### src/ectt_pkg.sv
/*
  Shared constants and types of the eight-bit capture/compare timer.
  Assumes a design that imports the whole package and an APB bus with
  32-bit data, where each register takes one aligned word.
*/
`default_nettype none

package ectt_pkg;

  // ----------------------------------------------------------------
  // Register indices; the byte address is four times the index
  // ----------------------------------------------------------------
  localparam logic [7:0] IDX_CONTROL_TWO     = 8'h3C;
  localparam logic [7:0] IDX_CONTROL_ONE     = 8'h3D;
  localparam logic [7:0] IDX_STATUS          = 8'h3E;
  localparam logic [7:0] IDX_CAPTURE_ONE     = 8'h3F;
  localparam logic [7:0] IDX_COMPARE_ONE     = 8'h40;
  localparam logic [7:0] IDX_COUNT           = 8'h41;
  localparam logic [7:0] IDX_COUNT_ALIAS     = 8'h42;
  localparam logic [7:0] IDX_CAPTURE_TWO     = 8'h43;
  localparam logic [7:0] IDX_COMPARE_TWO     = 8'h44;
  localparam logic [7:0] IDX_EVENT_STATUS    = 8'h45;
  localparam logic [7:0] IDX_EVENT_MASK      = 8'h46;

  // ----------------------------------------------------------------
  // Reset values
  // ----------------------------------------------------------------
  localparam logic [7:0] CONTROL_RESET       = 8'h00;
  localparam logic [7:0] COUNT_RESET         = 8'hFC;
  localparam logic [7:0] COMPARE_RESET       = 8'h00;
  localparam logic [4:0] FLAGS_RESET         = 5'h00;
  localparam logic       FREEZE_RESET        = 1'h0;

  // ----------------------------------------------------------------
  // Field positions and timing counts
  // ----------------------------------------------------------------
  localparam int unsigned STATUS_FLAGS_LSB   = 3;
  localparam int unsigned STATUS_FREEZE_BIT  = 2;
  localparam int unsigned OSC_DIVIDE         = 8000;
  localparam logic [2:0] CPU_DIV4_LAST       = 3'h3;
  localparam logic [2:0] CPU_DIV2_LAST       = 3'h1;
  localparam logic [2:0] CPU_DIV8_LAST       = 3'h7;

  // ----------------------------------------------------------------
  // Types
  // ----------------------------------------------------------------
  typedef enum logic [1:0] {
    SRC_CPU_DIV4 = 2'h0,
    SRC_CPU_DIV2 = 2'h1,
    SRC_CPU_DIV8 = 2'h2,
    SRC_OSC_DIV  = 2'h3
  } ectt_src_t;

  typedef struct packed {
    logic       first_output_enable;
    logic       second_output_enable;
    logic       one_pulse_mode;
    logic       pulse_width_mode;
    logic [1:0] tick_source_select;
    logic       second_capture_edge_select;
    logic       reserved;
  } ectt_ctl2_t;

  typedef struct packed {
    logic capture_irq_enable;
    logic match_irq_enable;
    logic rollover_irq_enable;
    logic force_two;
    logic force_one;
    logic level_two;
    logic first_capture_edge_select;
    logic level_one;
  } ectt_ctl1_t;

  // Same layout as status bits 7 down to 3.
  typedef struct packed {
    logic first_capture_flag;
    logic first_match_flag;
    logic rollover_flag;
    logic second_capture_flag;
    logic second_match_flag;
  } ectt_flags_t;

endpackage

`default_nettype wire

### src/ectt_timer.sv
/*
  Eight-bit free-running timer with two input captures, two output
  compares, rollover flag, clear-by-read flag sequences and APB access.
  Assumes pclk is the processor clock, capture and oscillator inputs are
  asynchronous pins, and slow_mode comes from logic on pclk.
*/
// Functional notes
// - Tick select: cpu/4, /2, /8, osc/8000
// - Oscillator tick unavailable in slow mode
// - Second edge select: 0 falling, 1 rising
// - Status resets zero; only freeze writable
// - First capture flag, cleared status-then-capture access
// - First match flag, cleared status-then-compare access
// - Rollover flag on FF to 00
// - Alias counter access keeps rollover flag
// - Second capture flag, cleared likewise
// - Second match flag, cleared likewise
// - Freeze stops prescaler, counter, compare pins
// - First capture holds counter at event
// - Second capture holds counter at event
// - Counter reads value, resets FC, write resets
// - Compare registers read/write, reset zero
// - Eleven registers at indices 3C to 46
// - Interrupt on enabled capture, match, rollover
`timescale 1ns/10ps
`default_nettype none

module ectt_timer
  import ectt_pkg::*;
#(
  parameter int unsigned ADDR_WIDTH  = 12,
  parameter int unsigned OSC_DIV_CNT = OSC_DIVIDE
) (
  // Clock and reset
  input  wire logic                  pclk,
  input  wire logic                  presetn,
  // APB slave
  input  wire logic                  psel,
  input  wire logic                  penable,
  input  wire logic                  pwrite,
  input  wire logic [ADDR_WIDTH-1:0] paddr,
  input  wire logic [31:0]           pwdata,
  input  wire logic [3:0]            pstrb,
  output var  logic [31:0]           prdata,
  output var  logic                  pready,
  output var  logic                  pslverr,
  // Clock sources and power mode
  input  wire logic                  oscillator_derived_clock,
  input  wire logic                  slow_mode,
  // Capture pins
  input  wire logic                  first_capture_input,
  input  wire logic                  second_capture_input,
  // Compare pins
  output var  logic                  first_compare_output,
  output var  logic                  first_compare_output_oe,
  output var  logic                  second_compare_output,
  output var  logic                  second_compare_output_oe,
  // Interrupt
  output var  logic                  timer_irq
);

  // ----------------------------------------------------------------
  // Elaboration checks
  // ----------------------------------------------------------------
  initial begin
    if (ADDR_WIDTH < 9 || ADDR_WIDTH > 32) begin
      $error("ADDR_WIDTH must lie between 9 and 32");
    end
    if (OSC_DIV_CNT < 2 || OSC_DIV_CNT > 65536) begin
      $error("OSC_DIV_CNT must lie between 2 and 65536");
    end
  end

  localparam logic [15:0] OSC_LAST = 16'(OSC_DIV_CNT - 1);

  // ----------------------------------------------------------------
  // Helpers
  // ----------------------------------------------------------------
  function automatic logic addr_is(input logic [ADDR_WIDTH-1:0] addr,
                                   input logic [7:0]            idx);
    addr_is = (addr == ADDR_WIDTH'({idx, 2'h0}));
  endfunction

  function automatic logic [2:0] cpu_last(input logic [1:0] sel);
    if (sel == SRC_CPU_DIV2) begin
      cpu_last = CPU_DIV2_LAST;
    end else if (sel == SRC_CPU_DIV8) begin
      cpu_last = CPU_DIV8_LAST;
    end else begin
      cpu_last = CPU_DIV4_LAST;
    end
  endfunction

  // ----------------------------------------------------------------
  // Storage
  // ----------------------------------------------------------------
  ectt_ctl2_t  ctl2_r;
  ectt_ctl1_t  ctl1_r;
  ectt_flags_t flags_r;
  logic [4:0]  armed_r;
  logic        freeze_r;
  logic [7:0]  cnt_r;
  logic [7:0]  cmp1_r;
  logic [7:0]  cmp2_r;
  logic [7:0]  cap1_r;
  logic [7:0]  cap2_r;
  logic [4:0]  evt_st_r;
  logic [4:0]  evt_mask_r;
  logic [2:0]  presc_r;
  logic [15:0] osc_cnt_r;
  logic [2:0]  sync1_r;
  logic [2:0]  sync2_r;
  logic [2:0]  prev_r;
  logic [1:0]  cmp_lvl_r;
  logic [2:0]  fill_r;

  // ----------------------------------------------------------------
  // Bus decode
  // ----------------------------------------------------------------
  logic        setup_ok;
  logic        acc;
  logic        wr;
  logic        rd;
  logic        mapped;
  logic [7:0]  wbyte;
  logic [31:0] rd_val;

  assign setup_ok = psel & penable & ~pready;
  assign acc      = psel & penable & pready & ~pslverr;
  assign wr       = acc & pwrite & pstrb[0];
  assign rd       = acc & ~pwrite;
  assign wbyte    = pwdata[7:0];

  logic hit_ctl2;
  logic hit_ctl1;
  logic hit_stat;
  logic hit_cap1;
  logic hit_cmp1;
  logic hit_cnt;
  logic hit_alias;
  logic hit_cap2;
  logic hit_cmp2;
  logic hit_est;
  logic hit_emask;

  assign hit_ctl2  = addr_is(paddr, IDX_CONTROL_TWO);
  assign hit_ctl1  = addr_is(paddr, IDX_CONTROL_ONE);
  assign hit_stat  = addr_is(paddr, IDX_STATUS);
  assign hit_cap1  = addr_is(paddr, IDX_CAPTURE_ONE);
  assign hit_cmp1  = addr_is(paddr, IDX_COMPARE_ONE);
  assign hit_cnt   = addr_is(paddr, IDX_COUNT);
  assign hit_alias = addr_is(paddr, IDX_COUNT_ALIAS);
  assign hit_cap2  = addr_is(paddr, IDX_CAPTURE_TWO);
  assign hit_cmp2  = addr_is(paddr, IDX_COMPARE_TWO);
  assign hit_est   = addr_is(paddr, IDX_EVENT_STATUS);
  assign hit_emask = addr_is(paddr, IDX_EVENT_MASK);

  always_comb begin
    mapped = 1'b1;
    rd_val = 32'h0000_0000;
    if (hit_ctl2) begin
      rd_val[7:0] = {ctl2_r[7:1], 1'b0};
    end else if (hit_ctl1) begin
      rd_val[7:0] = ctl1_r;
    end else if (hit_stat) begin
      rd_val[7:0] = {flags_r, freeze_r, 2'h0};
    end else if (hit_cap1) begin
      rd_val[7:0] = cap1_r;
    end else if (hit_cmp1) begin
      rd_val[7:0] = cmp1_r;
    end else if (hit_cnt || hit_alias) begin
      rd_val[7:0] = cnt_r;
    end else if (hit_cap2) begin
      rd_val[7:0] = cap2_r;
    end else if (hit_cmp2) begin
      rd_val[7:0] = cmp2_r;
    end else if (hit_est) begin
      rd_val[4:0] = evt_st_r;
    end else if (hit_emask) begin
      rd_val[4:0] = evt_mask_r;
    end else begin
      mapped = 1'b0;
    end
  end

  // ----------------------------------------------------------------
  // APB answer: one wait state, data and error from flip-flops
  // ----------------------------------------------------------------
  always_ff @(posedge pclk or negedge presetn) begin
    if (!presetn) begin
      pready  <= 1'b0;
      pslverr <= 1'b0;
      prdata  <= 32'h0000_0000;
    end else begin
      pready  <= setup_ok;
      pslverr <= setup_ok & ~mapped;
      if (setup_ok && !pwrite) begin
        prdata <= rd_val;
      end
    end
  end

  // ----------------------------------------------------------------
  // Control registers
  // ----------------------------------------------------------------
  always_ff @(posedge pclk or negedge presetn) begin
    if (!presetn) begin
      ctl2_r     <= CONTROL_RESET;
      ctl1_r     <= CONTROL_RESET;
      cmp1_r     <= COMPARE_RESET;
      cmp2_r     <= COMPARE_RESET;
      freeze_r   <= FREEZE_RESET;
      evt_mask_r <= FLAGS_RESET;
    end else if (wr) begin
      if (hit_ctl2) begin
        ctl2_r <= {wbyte[7:1], 1'b0};
      end
      if (hit_ctl1) begin
        ctl1_r <= wbyte;
      end
      if (hit_cmp1) begin
        cmp1_r <= wbyte;
      end
      if (hit_cmp2) begin
        cmp2_r <= wbyte;
      end
      if (hit_stat) begin
        freeze_r <= wbyte[STATUS_FREEZE_BIT];
      end
      if (hit_emask) begin
        evt_mask_r <= wbyte[4:0];
      end
    end
  end

  // ----------------------------------------------------------------
  // Pin synchronisers and edge detection
  // ----------------------------------------------------------------
  logic [2:0] pins_in;
  logic [2:0] rise;
  logic [2:0] fall;

  assign pins_in = {oscillator_derived_clock, second_capture_input, first_capture_input};
  assign rise    = sync2_r & ~prev_r & {3{fill_r[2]}};
  assign fall    = ~sync2_r & prev_r & {3{fill_r[2]}};

  always_ff @(posedge pclk or negedge presetn) begin
    if (!presetn) begin
      sync1_r <= 3'h0;
      sync2_r <= 3'h0;
      prev_r  <= 3'h0;
      fill_r  <= 3'h0;
    end else begin
      sync1_r <= pins_in;
      sync2_r <= sync1_r;
      prev_r  <= sync2_r;
      fill_r  <= {fill_r[1:0], 1'b1};
    end
  end

  // ----------------------------------------------------------------
  // Prescaler and tick selection
  // ----------------------------------------------------------------
  logic cpu_tick;
  logic osc_tick;
  logic tick;
  logic osc_sel;

  assign osc_sel  = (ctl2_r.tick_source_select == SRC_OSC_DIV);
  assign cpu_tick = (presc_r == cpu_last(ctl2_r.tick_source_select));
  assign osc_tick = rise[2] & (osc_cnt_r == OSC_LAST);
  assign tick     = ~freeze_r & (osc_sel ? (osc_tick & ~slow_mode) : cpu_tick);

  always_ff @(posedge pclk or negedge presetn) begin
    if (!presetn) begin
      presc_r <= 3'h0;
    end else if (!freeze_r || (wr && (hit_cnt || hit_alias))) begin
      if (cpu_tick || osc_sel || (wr && (hit_cnt || hit_alias))) begin
        presc_r <= 3'h0;
      end else begin
        presc_r <= presc_r + 3'h1;
      end
    end
  end

  always_ff @(posedge pclk or negedge presetn) begin
    if (!presetn) begin
      osc_cnt_r <= 16'h0000;
    end else if (!freeze_r && rise[2]) begin
      if (osc_cnt_r == OSC_LAST) begin
        osc_cnt_r <= 16'h0000;
      end else begin
        osc_cnt_r <= osc_cnt_r + 16'h0001;
      end
    end
  end

  // ----------------------------------------------------------------
  // Counter and events
  // ----------------------------------------------------------------
  logic       cnt_write;
  logic       cnt_run;
  logic [7:0] cnt_inc;
  logic       cap1_evt;
  logic       cap2_evt;
  logic       match1_evt;
  logic       match2_evt;
  logic       roll_evt;
  logic [4:0] evt;

  assign cnt_write  = wr & (hit_cnt | hit_alias);
  assign cnt_run    = tick & ~cnt_write;
  assign cnt_inc    = cnt_r + 8'h01;
  assign roll_evt   = cnt_run & (cnt_r == 8'hFF);
  assign match1_evt = cnt_run & (cnt_inc == cmp1_r);
  assign match2_evt = cnt_run & (cnt_inc == cmp2_r);
  assign cap1_evt   = ctl1_r.first_capture_edge_select ? rise[0] : fall[0];
  assign cap2_evt   = ctl2_r.second_capture_edge_select ? rise[1] : fall[1];
  assign evt = {cap1_evt | (ctl2_r.pulse_width_mode & match2_evt),
                match1_evt, roll_evt, cap2_evt, match2_evt};

  always_ff @(posedge pclk or negedge presetn) begin
    if (!presetn) begin
      cnt_r <= COUNT_RESET;
    end else if (cnt_write) begin
      cnt_r <= COUNT_RESET;
    end else if (tick) begin
      cnt_r <= cnt_inc;
    end
  end

  // Capture values carry no reset; they are undefined until the first event.
  always_ff @(posedge pclk) begin
    if (cap1_evt) begin
      cap1_r <= cnt_r;
    end
    if (cap2_evt) begin
      cap2_r <= cnt_r;
    end
  end

  // ----------------------------------------------------------------
  // Status flags and clear-by-read sequence
  // ----------------------------------------------------------------
  logic [4:0] clr_hit;
  logic [4:0] clr;

  // The alias counter address is deliberately absent here.
  assign clr_hit = {hit_cap1, hit_cmp1, hit_cnt, hit_cap2, hit_cmp2};
  assign clr     = armed_r & clr_hit & {5{acc}};

  always_ff @(posedge pclk or negedge presetn) begin
    if (!presetn) begin
      flags_r <= FLAGS_RESET;
      armed_r <= FLAGS_RESET;
    end else begin
      // An event in the clearing cycle wins.
      flags_r <= evt | (flags_r & ~clr);
      if (rd && hit_stat) begin
        armed_r <= prdata[7:STATUS_FLAGS_LSB];
      end else begin
        armed_r <= armed_r & ~clr;
      end
    end
  end

  // ----------------------------------------------------------------
  // Sticky event status and interrupt
  // ----------------------------------------------------------------
  logic [4:0] w1c;
  logic       flag_req;

  assign w1c = (wr && hit_est) ? wbyte[4:0] : 5'h00;
  assign flag_req = (ctl1_r.capture_irq_enable & (flags_r.first_capture_flag | flags_r.second_capture_flag))
                  | (ctl1_r.match_irq_enable & (flags_r.first_match_flag | flags_r.second_match_flag))
                  | (ctl1_r.rollover_irq_enable & flags_r.rollover_flag);

  always_ff @(posedge pclk or negedge presetn) begin
    if (!presetn) begin
      evt_st_r  <= FLAGS_RESET;
      timer_irq <= 1'b0;
    end else begin
      evt_st_r  <= evt | (evt_st_r & ~w1c);
      timer_irq <= flag_req | (|(evt_st_r & evt_mask_r));
    end
  end

  // ----------------------------------------------------------------
  // Compare outputs
  // ----------------------------------------------------------------
  always_ff @(posedge pclk or negedge presetn) begin
    if (!presetn) begin
      cmp_lvl_r <= 2'h0;
    end else begin
      if (match1_evt || ctl1_r.force_one) begin
        cmp_lvl_r[0] <= ctl1_r.level_one;
      end
      if (match2_evt || ctl1_r.force_two) begin
        cmp_lvl_r[1] <= ctl1_r.level_two;
      end
    end
  end

  always_ff @(posedge pclk or negedge presetn) begin
    if (!presetn) begin
      first_compare_output     <= 1'b0;
      second_compare_output    <= 1'b0;
      first_compare_output_oe  <= 1'b0;
      second_compare_output_oe <= 1'b0;
    end else begin
      first_compare_output     <= cmp_lvl_r[0] & ~freeze_r;
      second_compare_output    <= cmp_lvl_r[1] & ~freeze_r;
      first_compare_output_oe  <= ctl2_r.first_output_enable & ~freeze_r;
      second_compare_output_oe <= ctl2_r.second_output_enable & ~freeze_r;
    end
  end

endmodule

`default_nettype wire

### config.mk
export PLATFORM = sky130hd
export DESIGN_NAME = ectt_timer
export DESIGN_NICKNAME = d
export VERILOG_FILES = /design/src/ectt_pkg.sv /design/src/ectt_timer.sv
export SDC_FILE = /design/constraint.sdc
export NUM_CORES = 1
export LEC_CHECK = 0
export BUFFER_PORTS_ARGS = -buffer_cell sky130_fd_sc_hd__buf_2
export CAP_MARGIN = 30
export CORE_UTILIZATION = 39
export DETAILED_ROUTE_END_ITERATION = 7
export GPL_TIMING_DRIVEN = 1
export PLACE_DENSITY = 0.71
export SETUP_SLACK_MARGIN = 0.5
export SLEW_MARGIN = 20
export SYNTH_ARGS = -nofsm -noshare
export SYNTH_HDL_FRONTEND = slang
export SYNTH_SLANG_ARGS = --single-unit
### constraint.sdc
create_clock -name pclk -period 2.3 [get_ports pclk]
set_clock_uncertainty 0.15 [all_clocks]
set_input_delay 0.345 -clock pclk [delete_from_list [all_inputs] [get_ports pclk]]
set_output_delay 0.345 -clock pclk [all_outputs]
set_load 0.02 [all_outputs]
Yosys cells after proc, flatten, opt, wreduce, memory -nomap -nowiden
Cells that the tools add are included.
Cells by class
  add/subtract/negate cells: 3
  equal/unequal tests: 19
  multiplexer cells: 32
  bitwise gates (word level): 54
  reduce and logical (&&, ||, !) cells: 21
Operators with widths (count)
  $eq 12x9->1 const B: 7
  $mux 8: 9
  $eq 12x8->1 const B: 4
  $and 5x5->5: 6
  $mux 5: 5
  $and 1x1->1: 24
  $add 16x1->16 const B: 1
  $eq 16x13->1 const B: 1
  $eq 8x8->1: 2
  $mux 16: 1
  $mux 1: 13
  $mux 3: 4
  $reduce_and 2->1: 6
  $not 5->5: 2
  $or 5x5->5: 2
  $add 8x1->8 const B: 1
  $eq 8x8->1 const B: 1
  $not 1->1: 7
  $or 1x1->1: 7
  $and 3x3->3: 2
  $logic_or 1x1->1: 6
  $logic_and 1x1->1: 5
  $reduce_or 5->1: 1
  $and 2x2->2: 2
  other kinds (8): 10
Word-level totals
  register bits: 124
  input bits: 57
  output and inout bits: 39
  logic and storage cells: 173

Logic depth before layout (Yosys ltp)
  depth in word-level cells: 13
  depth in mapped cells: 9

Worst setup path after synthesis
OpenSTA, ideal clock, no wires.
  path type: reg-to-reg
  from: register cnt_r[2]
  to: register cmp_lvl_r[1]
  setup time: 0.128 ns
  arrival: 2.212 ns
  data required time: 2.022 ns
  slack: -0.190 ns
  cell stages (with the launch flop): 8
  path buffers: 1
  period minus slack after synthesis: 2.490 ns
  path through: dfstp_2 clkbuf_8 nand3_1 nor3_1 mux2_2 nor4_1 a31oi_1 mux2_1
On the way
  cells in the longest elaborated chain, start to end: 4
Ends and longest elaborated chain
  start, declared: line ectt_timer.sv:102  | logic [7:0] cnt_r;
  start signal, assigned: line ectt_timer.sv:328  | cnt_r <= cnt_inc;
  $add 8x1->8: line ectt_timer.sv:313  | assign cnt_inc = cnt_r + 8'h01;
  $eq 8x8->1: line ectt_timer.sv:316  | assign match2_evt = cnt_run & (cnt_inc == cmp2_r);
  $and 1x1->1: line ectt_timer.sv:316
  $logic_or 1x1->1: line ectt_timer.sv:398  | if (match2_evt || ctl1_r.force_two) begin
  end signal, assigned: line ectt_timer.sv:399  | cmp_lvl_r[1] <= ctl1_r.level_two;
  end, declared: line ectt_timer.sv:114  | logic [1:0] cmp_lvl_r;
Every way passes these cells.
A chain may end at the register's enable or synchronous reset.

Worst setup path after layout
  from: register osc_cnt_r[13]
  to: register cmp_lvl_r[0]
On the way
  cells in the longest elaborated chain, start to end: 8
Ends and longest elaborated chain
  start, declared: line ectt_timer.sv:110  | logic [15:0] osc_cnt_r;
  start signal, assigned: line ectt_timer.sv:293  | osc_cnt_r <= osc_cnt_r + 16'h0001;
  $eq 16x13->1: line ectt_timer.sv:271  | assign osc_tick = rise[2] & (osc_cnt_r == OSC_LAST);
  $and 1x1->1: line ectt_timer.sv:271
  $and 1x1->1: line ectt_timer.sv:272  | assign tick = ~freeze_r & (osc_sel ? (osc_tick & ~slow_mode) : cpu_tick);
  $mux 1: line ectt_timer.sv:272
  $and 1x1->1: line ectt_timer.sv:272
  $and 1x1->1: line ectt_timer.sv:312  | assign cnt_run = tick & ~cnt_write;
  $and 1x1->1: line ectt_timer.sv:315  | assign match1_evt = cnt_run & (cnt_inc == cmp1_r);
  $logic_or 1x1->1: line ectt_timer.sv:395  | if (match1_evt || ctl1_r.force_one) begin
  end signal, assigned: line ectt_timer.sv:396  | cmp_lvl_r[0] <= ctl1_r.level_one;
Every way passes these cells.

==> metrics.txt <==
commonest non-fill, non-tap cell in the layout=dfrtp_1; core area=16,120 um2; Achievable Freq=412.7 MHz; cell mode on critical path=nor4_4; final wirelength=19,220 um; HPWL Detailed=13,550 um; CP Data Arrival Time=2580 ps; GRT Total Usage=22.47%; clock group share of total power=40.1%; Worst Setup Start Kind=register; Worst Setup Path Type=reg -> reg; initial antenna violation count=0; ant diodes=0; violations in the final reports=negative setup slack; cell row count=46; Least-Margin Pin Slew=502.0 ps; HP Start=penable; worst path bufs/invs=1; Top FF cell, synth=dfrtp_1; total power=6.248 mW; dpl ws=-95.73 ps; worst-path cell chain=or4b_4 -> nor4_4 -> a31oi_4 -> buf_4 -> nor4_4 -> a31oi_1 -> mux2_1; TritonCTS clock tree=yes; fin util=55.04%; Syn Std Cell Area=6525 um2; DR iter-0 viols=537; status=finished, violations left; Initial Util=40.49%; Root Driver=clkbuf_16; Pint=4.400 mW; fin nets=866; clock latency on the worst-skew pair=430 ps; HP Class=in -> reg; max-cap violations=0; crit-path leading delay family=simple AND/OR/NAND/NOR gates; Remaining DRCs=0; Crit. End Element=register; PortBufs=44; Req. time, crit path=2460 ps; clk slew on worst S/H paths=60 ps; CP Max Fanout=2; Distinct cells, synth=75; final max-slew violation count=0; maximum vdd drop=0.0006691 V; routability cong.=0.9380; CP max-delay cell=or4b_4; Logic pwr share=20.9%; H-tree depth=4; remaining global-route overflow=0; Slew HR=66.10%; most frequent cells in the layout=dfrtp_1 (100), nand2_1 (78), buf_4 (76); Yosys warning count=0; Final Non-Filler Cells=1,035; dpl cells=973; die height=131.3 um; Switch Pwr=1.848 mW; vias per cell=5.429; Min Clock Period, post-route=2423 ps; area of the multi-input gates=3572 um2; largest net degree at the start of global routing=39; DR pass1 iterations=5; clock buffer depth=2; reg-to-reg critical path startpoint=osc_cnt_r[13]; I/O pins=96; PnR worst setup slack=-123.1 ps; Synth async-reset ratio=87.10%; Yosys reg bits=124; Critical Path Max Stage Delay=570 ps; die width=131.3 um; first-pass GRT wire length=29,470 um; Mapped Avg Cell Area=9.695 um2; Seq pwr share=39.0%; post-synthesis cell count=673; layout cell share with drive strength beyond 1=36.26%; clock sinks=124; Reg area=3193 um2; CTS buffer count=17; Post-synth EDFFs=16; Die ar.=17,250 um2; Seq/Total Area, Yosys=48.90%; Filler cells=1,358; crit share post-route=105.4%; number of routed nets with antenna violations=0; final setup violation count=10; vias=5,619; unrepaired setup endpoints after global routing=yes; vias in the first global route=5,299; pwr dens=704.4 nW/um2; Area Growth Syn to Fin=35.93%; Lkg Pwr=3.825 nW; wire per inst=18.57 um; Critical Path Start=osc_cnt_r[13]; switching share of power=29.58%; final hold viol count=0
## layer usage
metal | vias to the layer above | wire length [um] | track usage, %
met4 | 0 | 882 | 11.18
li1 | 2643 | - | -
met2 | 226 | 9162 | 35.90
met5 | - | 0 | 0
met1 | 2691 | 7938 | 28.53
met3 | 59 | 1231 | 5.247
## state kept, by name, indices dropped and copies added (netlist names), 7 cells and up
register / flops
osc_cnt_r: 16
cap1_r: 8
cap2_r: 8
cmp1_r: 8
cmp2_r: 8
cnt_r: 8
ctl1_r: 8
prdata: 8
ctl2_r: 7
## cell usage after synthesis, types with 9 or more instances
cell type,instances,share of area [%]
o211ai_1,9,1.0
o22ai_1,11,1.1
nand3_1,22,1.7
dfrtp_1,102,39
nor3_1,17,1.3
clkbuf_1,23,1.3
nor2_1,38,2.2
buf_4,24,2.8
inv_1,27,1.6
nor2b_1,10,0.96
xor2_1,13,1.7
a21oi_1,25,1.9
o21ai_0,64,4.9
nand4_1,9,0.86
xnor2_1,21,2.8
nand2_1,87,5.0
mux2_2,20,3.5
edfxtp_1,16,7.4
## metrics by stage
stage / hold slack, ps / setup TNS (ps) / instance area (um2)
finish: 45.31 / -330.8 / 8870
global route: 48.45 / -1433 / 8870
CTS: 31.00 / -206.0 / 8521
detailed placement: 184.7 / -272.9 / 7545
global placement: 181.7 / -94.03 / 7545
floorplan: -100.6 / -42.75 / 6869
## tightest hold or removal path, cell delays in order
cell	delay [ps]
buf_2	100
nand2_1	70
nor2_1	60
## kinds of logic (layout without fill, tap and decap cells)
kind of cell / count (synthesis) / after routing / synth area share [%]
mux: 25 / 25 / 4.257
fa+ha+maj: 5 / 5 / 0.8821
other cells: 2 / 25 / 0.1151
xor+xnor: 34 / 34 / 4.564
flops: 124 / 124 / 48.90
buf+inv: 83 / 205 / 6.750
simple gates: 237 / 238 / 18.68
compound gates: 163 / 163 / 15.86
## path summary, 6_finish.rpt
path / end / slack [ps] / cells past startpoint
max: cmp_lvl_r[0] / -120 / 7
min: pready / 50 / 3
max reg2reg: cmp_lvl_r[0] / -120 / 7
min reg2reg: sync2_r[1] / 200 / 0
max in group asynchronous: cnt_r[7] / 1070 / 3
min in group asynchronous: ctl1_r[3] / 290 / 2
## power by group through the flow
| stage | logic (mW) | registers, mW | clock network, mW |
|---|---|---|---|
| 4_1_cts | 1.23 | 2.44 | 2.53 |
| 3_5_place_dp | 1.15 | 2.47 | 0 |
| 6_report | 1.31 | 2.44 | 2.50 |
| 2_1_floorplan | 0.706 | 2.48 | 0 |
| 3_3_place_gp | 1.13 | 2.47 | 0 |
| 5_1_grt | 1.40 | 2.45 | 2.64 |
## layout make-up
cell class,count,share of cell area (%)
Sequential cell,124,36.00
Multi-Input combinational cell,490,40.27
Inverter,27,1.171
Clock inverter,14,1.382
Tap cell,216,3.047
Clock buffer,18,4.838
Timing Repair Buffer,146,13.29
## what timing repair did
| action | 4_1_cts | 5_1_grt |
|---|---|---|
| hold buffers | 5 | 0 |
| buffers inserted | 12 | 11 |
| pin swaps | 30 | 19 |
| hold endpoints to repair | 40 | 0 |
| endpoints found under the setup margin | 63 | 86 |
| gates resized for setup | 54 | 65 |
| gates cloned | 1 | 1 |
Power figures use the tool's default switching activity.
